<file path="config.mk">
export PLATFORM = sky130hd
export DESIGN_NAME = tcd_top
export DESIGN_NICKNAME = d
export VERILOG_FILES = /design/src/hw/tcd_desc_word.v /design/src/hw/tcd_top.v
export VERILOG_INCLUDE_DIRS = /design/src /design/src/hw
export SDC_FILE = /design/constraint.sdc
export NUM_CORES = 1
export LEC_CHECK = 0
export CAP_MARGIN = 10
export CORE_MARGIN = 2
export CORE_UTILIZATION = 54
export DETAILED_ROUTE_END_ITERATION = 8
export DONT_BUFFER_PORTS = 1
export GPL_ROUTABILITY_DRIVEN = 0
export PLACE_DENSITY_LB_ADDON = 0.1
export SETUP_SLACK_MARGIN = 0.15
export SYNTH_ARGS = -nofsm -noshare
export SYNTH_HDL_FRONTEND = slang
export SYNTH_SLANG_ARGS = --single-unit
export TNS_END_PERCENT = 5
</file>
<file path="constraint.sdc">
create_clock -name sys_clk -period 1.4 [get_ports sys_clk]
set_input_delay 0.07 -clock sys_clk [delete_from_list [all_inputs] [get_ports sys_clk]]
set_output_delay 0.07 -clock sys_clk [all_outputs]
set_load 0.05 [all_outputs]
</file>
<file path="src/hw/tcd_map.vh">
`ifndef TCD_MAP_VH
`define TCD_MAP_VH

// ****************************************
// register addresses
// ****************************************
`define TCD_ADDR_W          6
`define TCD_ADDR_DESC       6'h08
`define TCD_ADDR_READOUT    6'h09
`define TCD_DATA_W          16

// ****************************************
// descriptor field positions and values
// ****************************************
`define TCD_RES_LSB         0
`define TCD_RES_W           3
`define TCD_RES_HALF_DEG    3'h1
`define TCD_NBITS_LSB       3
`define TCD_NBITS_W         3
`define TCD_NBITS_TEN       3'h1
`define TCD_SIGN_BIT        6
`define TCD_SIGN_TWOS       1'h1
`define TCD_RSIZE_BIT       7
`define TCD_RSIZE_16        1'h0
`define TCD_ONCHIP_BIT      8
`define TCD_ONCHIP_YES      1'h1
`define TCD_REMOTES_LSB     9
`define TCD_REMOTES_W       3
`define TCD_REMOTES_TWO     3'h2
`define TCD_RSVD_LSB        12
`define TCD_RSVD_W          4
`define TCD_RSVD_VAL        4'h0
`define TCD_DESC_VALUE      16'h0549

// ****************************************
// readout register layout
// ****************************************
`define TCD_TEMP_W          10
`define TCD_TEMP_LSB        6
`define TCD_SRC_LSB         2
`define TCD_SRC_W           2
`define TCD_FAULT_BIT       1
`define TCD_SRC_LOCAL       2'h0
`define TCD_ZERO16          16'h0000
`define TCD_ZERO10          10'h000
`define TCD_ZERO2           2'h0

`endif

</file>
<file path="src/hw/tcd_desc_word.v">
`include "tcd_map.vh"
`default_nettype none

// ****************************************
// fixed format descriptor
// ****************************************
// pure wiring of constants: no state, so no reset can disturb it
module tcd_desc_word (
    output wire [`TCD_DATA_W-1:0] descWord
);
    wire [`TCD_RES_W-1:0]     resolutionCode;
    wire [`TCD_NBITS_W-1:0]   bitCountCode;
    wire                      signedFlag;
    wire                      result_width_flag;
    wire                      internal_sensor_flag;
    wire [`TCD_REMOTES_W-1:0] remote_input_count;
    wire [`TCD_RSVD_W-1:0]    reservedBits;

    assign resolutionCode       = `TCD_RES_HALF_DEG;
    assign bitCountCode         = `TCD_NBITS_TEN;
    assign signedFlag           = `TCD_SIGN_TWOS;
    assign result_width_flag    = `TCD_RSIZE_16;
    assign internal_sensor_flag = `TCD_ONCHIP_YES;
    assign remote_input_count   = `TCD_REMOTES_TWO;
    assign reservedBits         = `TCD_RSVD_VAL;

    // field order follows the bit map from msb down; totals 0549h
    assign descWord = {reservedBits, remote_input_count, internal_sensor_flag,
                       result_width_flag, signedFlag, bitCountCode,
                       resolutionCode};
endmodule // tcd_desc_word

`default_nettype wire

</file>
<file path="src/hw/tcd_top.v">
`include "tcd_map.vh"
`default_nettype none

// How it works
// - resolution field reads 001, half degree
// - bit count field reads 001, ten bits
// - sign bit reads one, two's complement
// - readout size bit reads zero, sixteen bits
// - internal sensor bit reads one
// - remote count field reads two
// - top four bits always read zero
// - address 08h read-only, constant 0549h
// - one result format for every sensor
// - ten-bit result left justified, bits 15-6
module tcd_top (
    input  wire                    sys_clk,
    input  wire                    rst_n,
    input  wire [`TCD_ADDR_W-1:0]  regAddr,
    input  wire                    regRdStb,
    input  wire                    regWrStb,
    input  wire [`TCD_DATA_W-1:0]  regWrData,
    output reg  [`TCD_DATA_W-1:0]  regRdData_ff,
    output reg                     regRdValid_ff,
    input  wire [`TCD_TEMP_W-1:0]  tempCode,
    input  wire [`TCD_SRC_W-1:0]   tempSensor,
    input  wire                    tempErr,
    input  wire                    tempStb,
    output reg                     resultPending_ff,
    output reg                     resultOverrun_ff
);

    // ****************************************
    // descriptor constant
    // ****************************************
    // built from constants in its own module, so no reset, write or
    // result can ever reach it
    wire [`TCD_DATA_W-1:0] descWord;

    tcd_desc_word u_desc (
        .descWord (descWord)
    );

    // ****************************************
    // result fields
    // ****************************************
    wire [`TCD_TEMP_W-1:0] tempField;
    wire [`TCD_SRC_W-1:0]  srcField;
    wire                   srcIsLocal;
    wire                   faultField;

    // sensor numbers above two are passed on as given, not filtered
    assign tempField  = tempCode;
    assign srcField   = tempSensor;
    assign srcIsLocal = (tempSensor == `TCD_SRC_LOCAL);

    // the local slot has no diode, so a fault there is meaningless and
    // the bit is held low for it
    assign faultField = tempErr && !srcIsLocal;

    // ****************************************
    // readout layout
    // ****************************************
    // one shared layout for local and remote results alike
    // the code carries its own sign at the top, so no extension is needed
    // bits 5-4 and bit 0 have no meaning and always read zero
    wire [`TCD_DATA_W-1:0] placedResult;

    genvar gi;
    generate
        for (gi = 0; gi < `TCD_DATA_W; gi = gi + 1) begin : g_place
            if (gi >= `TCD_TEMP_LSB) begin : g_temp
                assign placedResult[gi] = tempField[gi-`TCD_TEMP_LSB];
            end else if (gi >= `TCD_SRC_LSB && gi < `TCD_SRC_LSB + `TCD_SRC_W) begin : g_src
                assign placedResult[gi] = srcField[gi-`TCD_SRC_LSB];
            end else if (gi == `TCD_FAULT_BIT) begin : g_fault
                assign placedResult[gi] = faultField;
            end else begin : g_zero
                assign placedResult[gi] = 1'h0;
            end
        end
    endgenerate

    // ****************************************
    // readout register
    // ****************************************
    // holds the newest result only; an unread one is overwritten and
    // the overrun flag records the loss
    // reset clears it; only the descriptor is untouched by reset
    reg [`TCD_DATA_W-1:0] readout_ff;
    reg [`TCD_DATA_W-1:0] nxt_readout;

    always @* begin
        nxt_readout = readout_ff;
        if (tempStb) begin
            nxt_readout = placedResult;
        end
    end

    always @(posedge sys_clk) begin
        if (!rst_n) begin
            readout_ff <= `TCD_ZERO16;
        end else begin
            readout_ff <= nxt_readout;
        end
    end

    // ****************************************
    // read address decode
    // ****************************************
    // only a read of the readout register has a side effect: it retires
    // the flags. reading the descriptor disturbs nothing
    wire rdReadout;

    assign rdReadout = regRdStb && (regAddr == `TCD_ADDR_READOUT);

    // ****************************************
    // read data select
    // ****************************************
    // unmapped addresses answer zero rather than an alias, so a host
    // probing the map cannot mistake a hole for a register
    reg [`TCD_DATA_W-1:0] nxt_rdData;

    always @* begin
        nxt_rdData = `TCD_ZERO16;
        if (regRdStb) begin
            case (regAddr)
                `TCD_ADDR_DESC: begin
                    nxt_rdData = descWord;
                end
                `TCD_ADDR_READOUT: begin
                    nxt_rdData = readout_ff;
                end
                default: begin
                    nxt_rdData = `TCD_ZERO16;
                end
            endcase
        end
    end

    // ****************************************
    // read answer
    // ****************************************
    // data reads zero outside its answer cycle, so a stray sample by the
    // host shows nothing stale; valid follows every read, mapped or not
    always @(posedge sys_clk) begin
        if (!rst_n) begin
            regRdData_ff  <= `TCD_ZERO16;
            regRdValid_ff <= 1'h0;
        end else begin
            regRdData_ff  <= nxt_rdData;
            regRdValid_ff <= regRdStb;
        end
    end

    // ****************************************
    // write path
    // ****************************************
    // neither register here is writable; a write to 08h or 09h changes
    // nothing. regWrData is deliberately left unread by this block.
    wire wrHitsDesc;

    assign wrHitsDesc = regWrStb && (regAddr == `TCD_ADDR_DESC);

    // ****************************************
    // pending flag
    // ****************************************
    // a new result landing on the same edge as the read that clears
    // the flag wins, so no result goes unannounced
    reg nxt_pending;

    always @* begin
        nxt_pending = resultPending_ff;
        if (rdReadout) begin
            nxt_pending = 1'h0;
        end
        if (tempStb) begin
            nxt_pending = 1'h1;
        end
    end

    // ****************************************
    // overrun flag
    // ****************************************
    // only a result that replaces an unread one counts as lost; a read
    // in the same cycle takes the old result out first
    reg nxt_overrun;

    always @* begin
        nxt_overrun = resultOverrun_ff;
        if (rdReadout) begin
            nxt_overrun = 1'h0;
        end
        if (tempStb && resultPending_ff && !rdReadout) begin
            nxt_overrun = 1'h1;
        end
    end

    // ****************************************
    // status flops
    // ****************************************
    // the flags clear only on a read of the readout register or on reset
    always @(posedge sys_clk) begin
        if (!rst_n) begin
            resultPending_ff <= 1'h0;
        end else begin
            resultPending_ff <= nxt_pending;
        end
    end

    always @(posedge sys_clk) begin
        if (!rst_n) begin
            resultOverrun_ff <= 1'h0;
        end else begin
            resultOverrun_ff <= nxt_overrun;
        end
    end

endmodule // tcd_top

`default_nettype wire

</file>
[Yosys cells after proc, flatten, opt, wreduce, memory -nomap -nowiden]
Index checks and enable logic that the tools add are counted.
W data, S select, Z words.
Storage, ports and cells
  output and inout bits: 19
  input port bits: 40
  register bits: 32
  logic and storage cells: 21
Cells by class
  reduce and logical (&&, ||, !) cells: 10
  equal/unequal tests: 2
  muxes and demuxes: 4
Operators by type and width (number)
  $pmux W16 S2: 1
  $eq A6 B4 Y1 const B: 2
  $logic_and A1 B1 Y1: 4
  $reduce_bool A2 Y1: 2
  $mux W1: 3
  $logic_not A1 Y1: 2
  $logic_not A2 Y1: 1
  $reduce_and A2 Y1: 1

[Logic depth before layout (Yosys ltp)]
  word-level depth: 5
  depth in mapped cells: 4
  mapped depth without buffers: 2

[Cells and area by module]
A second synthesis with hierarchy kept.
Second synthesis, totals
  cell total of the unflattened synthesis: 122
  area, all modules: 1330.0 µm²
Modules (own cells, without submodules)
  tcd_top: area an instance 1202.4 µm², times used 1, seq. area each 640.6 µm², cells an instance 104
  tcd_desc_word: area an instance 127.6 µm², times used 1, seq. area each 0.0 µm², cells an instance 18

[Least setup slack after synthesis]
No wires, ideal clock.
  path kind: input to register
  start: input regAddr[5]
  end: register resultPending_ff
  required time: 1.275 ns
  data arrival time: 1.073 ns
  stages on the path: 3
  buffers on the path: 1
  path slack: 0.202 ns
  setup time: 0.125 ns
  cell sequence: or4b_4 -> buf_6 -> o41a_1
Between the ends
  cells in the longest elaborated chain, start to end: 3
RTL lines
  start: declaration: line tcd_top.v:18  | input wire [`TCD_ADDR_W-1:0] regAddr,
  $eq A6 B4 Y1
  $logic_and A1 B1 Y1: line tcd_top.v:114  | assign rdReadout = regRdStb && (regAddr == `TCD_ADDR_READOUT);
  $reduce_bool A2 Y1 (no source line)
  end signal: assignment: line tcd_top.v:206  | resultPending_ff <= nxt_pending;
  end: declaration: line tcd_top.v:28  | output reg resultPending_ff,
Every way passes these cells.
A chain may end at the register's enable or synchronous reset.

==> results.cfg <==
[status]
status = finished, final reports clean

[grt]
grt_pass1_wl_um = 4064
grt_pass1_vias = 899
grt.total_usage = 0.2271
gr-total-overflow = 0
antenna_found_initial = 0
grt_max_degree = 16

[worst_setup_path]
crit_arrival_ns = 1.43
worstPathMaxFanout = 2
worst-setup-path-type = flop to flop
crit_chain = mux2i_1 > dlygate4sd3_1 > nor2b_1
slowest_delay_ns = 0.59
cp-start-kind = flop
critPathRequiredTime_ns = 1.63
startpoint = readout_ff[11]
slowest_stage = dlygate4sd3_1
endpoint_kind = flop
cp_top_family = buffers and inverters
path_buf_inv = 1
regToRegStartpoint = readout_ff[11]

[floorplanning]
core.rowCount = 16
core_sq_um = 2002
die_h_um = 50.52
io_pins = 59
die_w_um = 50.52
dieArea_sq_um = 2552
initial_core_util = 0.5838

[sta]
holdWs_ns = 0.01018
setup_violations = 0
fmax_mhz = 836.1
finalClockSkew_ns = 0.01330
hold_viol = 0
rsz0062_at_grt = no
tns_ns = 0
timing.final.crit_share = 0.8543
fin_crit_ns = 1.196
maxSlewViolCount = 0
setup_ws_ns = 0.2040

[run]
drv_cap = 0

[route]
drc = 0
ant_nets = 0
wire_per_inst_um = 15.34
routed_via_density = 5.184
wirelength_um = 2501
vias = 845
drt_iter0_drc = 13
drt_pass1_iterations = 4

[final_layout]
final_cell_mix = dfxtp_1 (30), dlygate4sd3_1 (29), nor2b_1 (16), mux2i_1 (12), inv_1 (10)
fill_cells = 153
areaGrowthSynthToFinish_pct = 29.87
final_common_cell = dfxtp_1
layout.nets = 175
antenna_cells = 0
drive_gt1_frac = 0.1618

[power]
ir_drop_mv = 0.9999
leakagePower_nw = 0.5812
power_mw = 1.649
powerDensity_nw_per_um2 = 1086

[synthesis]
netlist_instances = 103
yosys-top-cells-area = dfxtp_1 (51%), mux2i_1 (10%), nor2b_1 (8.6%), nor3_2 (4.3%), nor4_2 (4.3%)
yosys.area.top_type = dfxtp_1
synth_area_per_cell_sq_um = 11.35
synth_area_sq_um = 1169
ys_types = 24
ys_seq_area_frac = 0.5139
ys_ff_latch = 30
synth_top_area_frac = 0.5139
synth_warnings = 0

[clocking]
path_clk_slew_ns = 0.10
cts_setup_buffers = 0
clk_latency_ns = 0.33
cts_tree = done
htreeDepth = 2
cts.path.max_buffers = 2
cts-buffers-inserted = 5
cts_hold_buf = 29
postCtsResizedCells = 0
cts.sinks = 30
cts_root_buf = clkbuf_4

[placed_design]
dp_hpwl_um = 1343
portBuffers = 0
post-place-ws_ns = 0.1881

[hold_path]
hp-class = input port to flop
worstHoldStart = regAddr[1]
-- stage by stage --
stage	cells	area [sq um]	util
5_1_grt	163	1518	0.7581
3_5_place_dp	126	1167	0.5831
4_1_cts	163	1518	0.7581
3_3_place_gp	126	1167	0.5831
2_1_floorplan	104	1172	-
6_report	163	1518	0.7581
-- cell families after synthesis --
family / count (synthesis) / synth area share
and+or+nand+nor: 35 / 0.2452
other: 1 / 0.003209
buffers and inverters: 19 / 0.09100
muxes: 12 / 0.1028
AOI/OAI and AO/OA: 6 / 0.04391
DFF: 30 / 0.5139
-- power breakdown --
part,switching [mW],leakage (nW),internal (mW)
Combinational,0.0974,0.301,0.115
Sequential,0.0223,0.245,0.881
Clock,0.290,0.0353,0.243
-- cell usage after synthesis, drive strengths merged --
library cell / instances
nor4: 9
o21a: 1
clkbuf: 2
buf: 7
nand2b: 2
o211ai: 1
o41a: 1
mux2i: 12
and2: 1
nand3b: 1
dfxtp: 30
or4b: 1
a21boi: 1
conb: 1
o311a: 1
inv: 10
nor2b: 16
a21o: 1
nor3: 5
-- worst paths after layout --
path	end	slack (ns)	depth (start not counted)
worst max-delay path	readout_ff[11]	0.20	3
worst min register to register	regRdData_ff[2]	0.45	2
worst min-delay path	regRdData_ff[2]	0.01	2
worst max register to register	readout_ff[11]	0.20	3
-- registers in the layout, indices dropped and copies added (netlist names) --
signal and cells:
resultOverrun_ff 1, regRdValid_ff 1, regRdData_ff 14, readout_ff 13
resultPending_ff 1
-- layout make-up --
cell class              instances  area [sq um]  share of cell area
clock buffers                   7         55.05             0.03627
clock inverters                 1         5.005            0.003298
inverters                      10         37.54             0.02473
multi-input cells              55         465.4              0.3067
flip-flops and latches         30         600.6              0.3957
well taps                      27         33.78             0.02226
repair buffers                 33         320.3              0.2110
-- layer usage --
metal  GRT usage  wire, um
met1      0.2495       968
met4     0.09459        37
met2      0.3794      1283
met3      0.1012       212
met5           0         0
No activity file was read; power rests on OpenSTA's default activity.
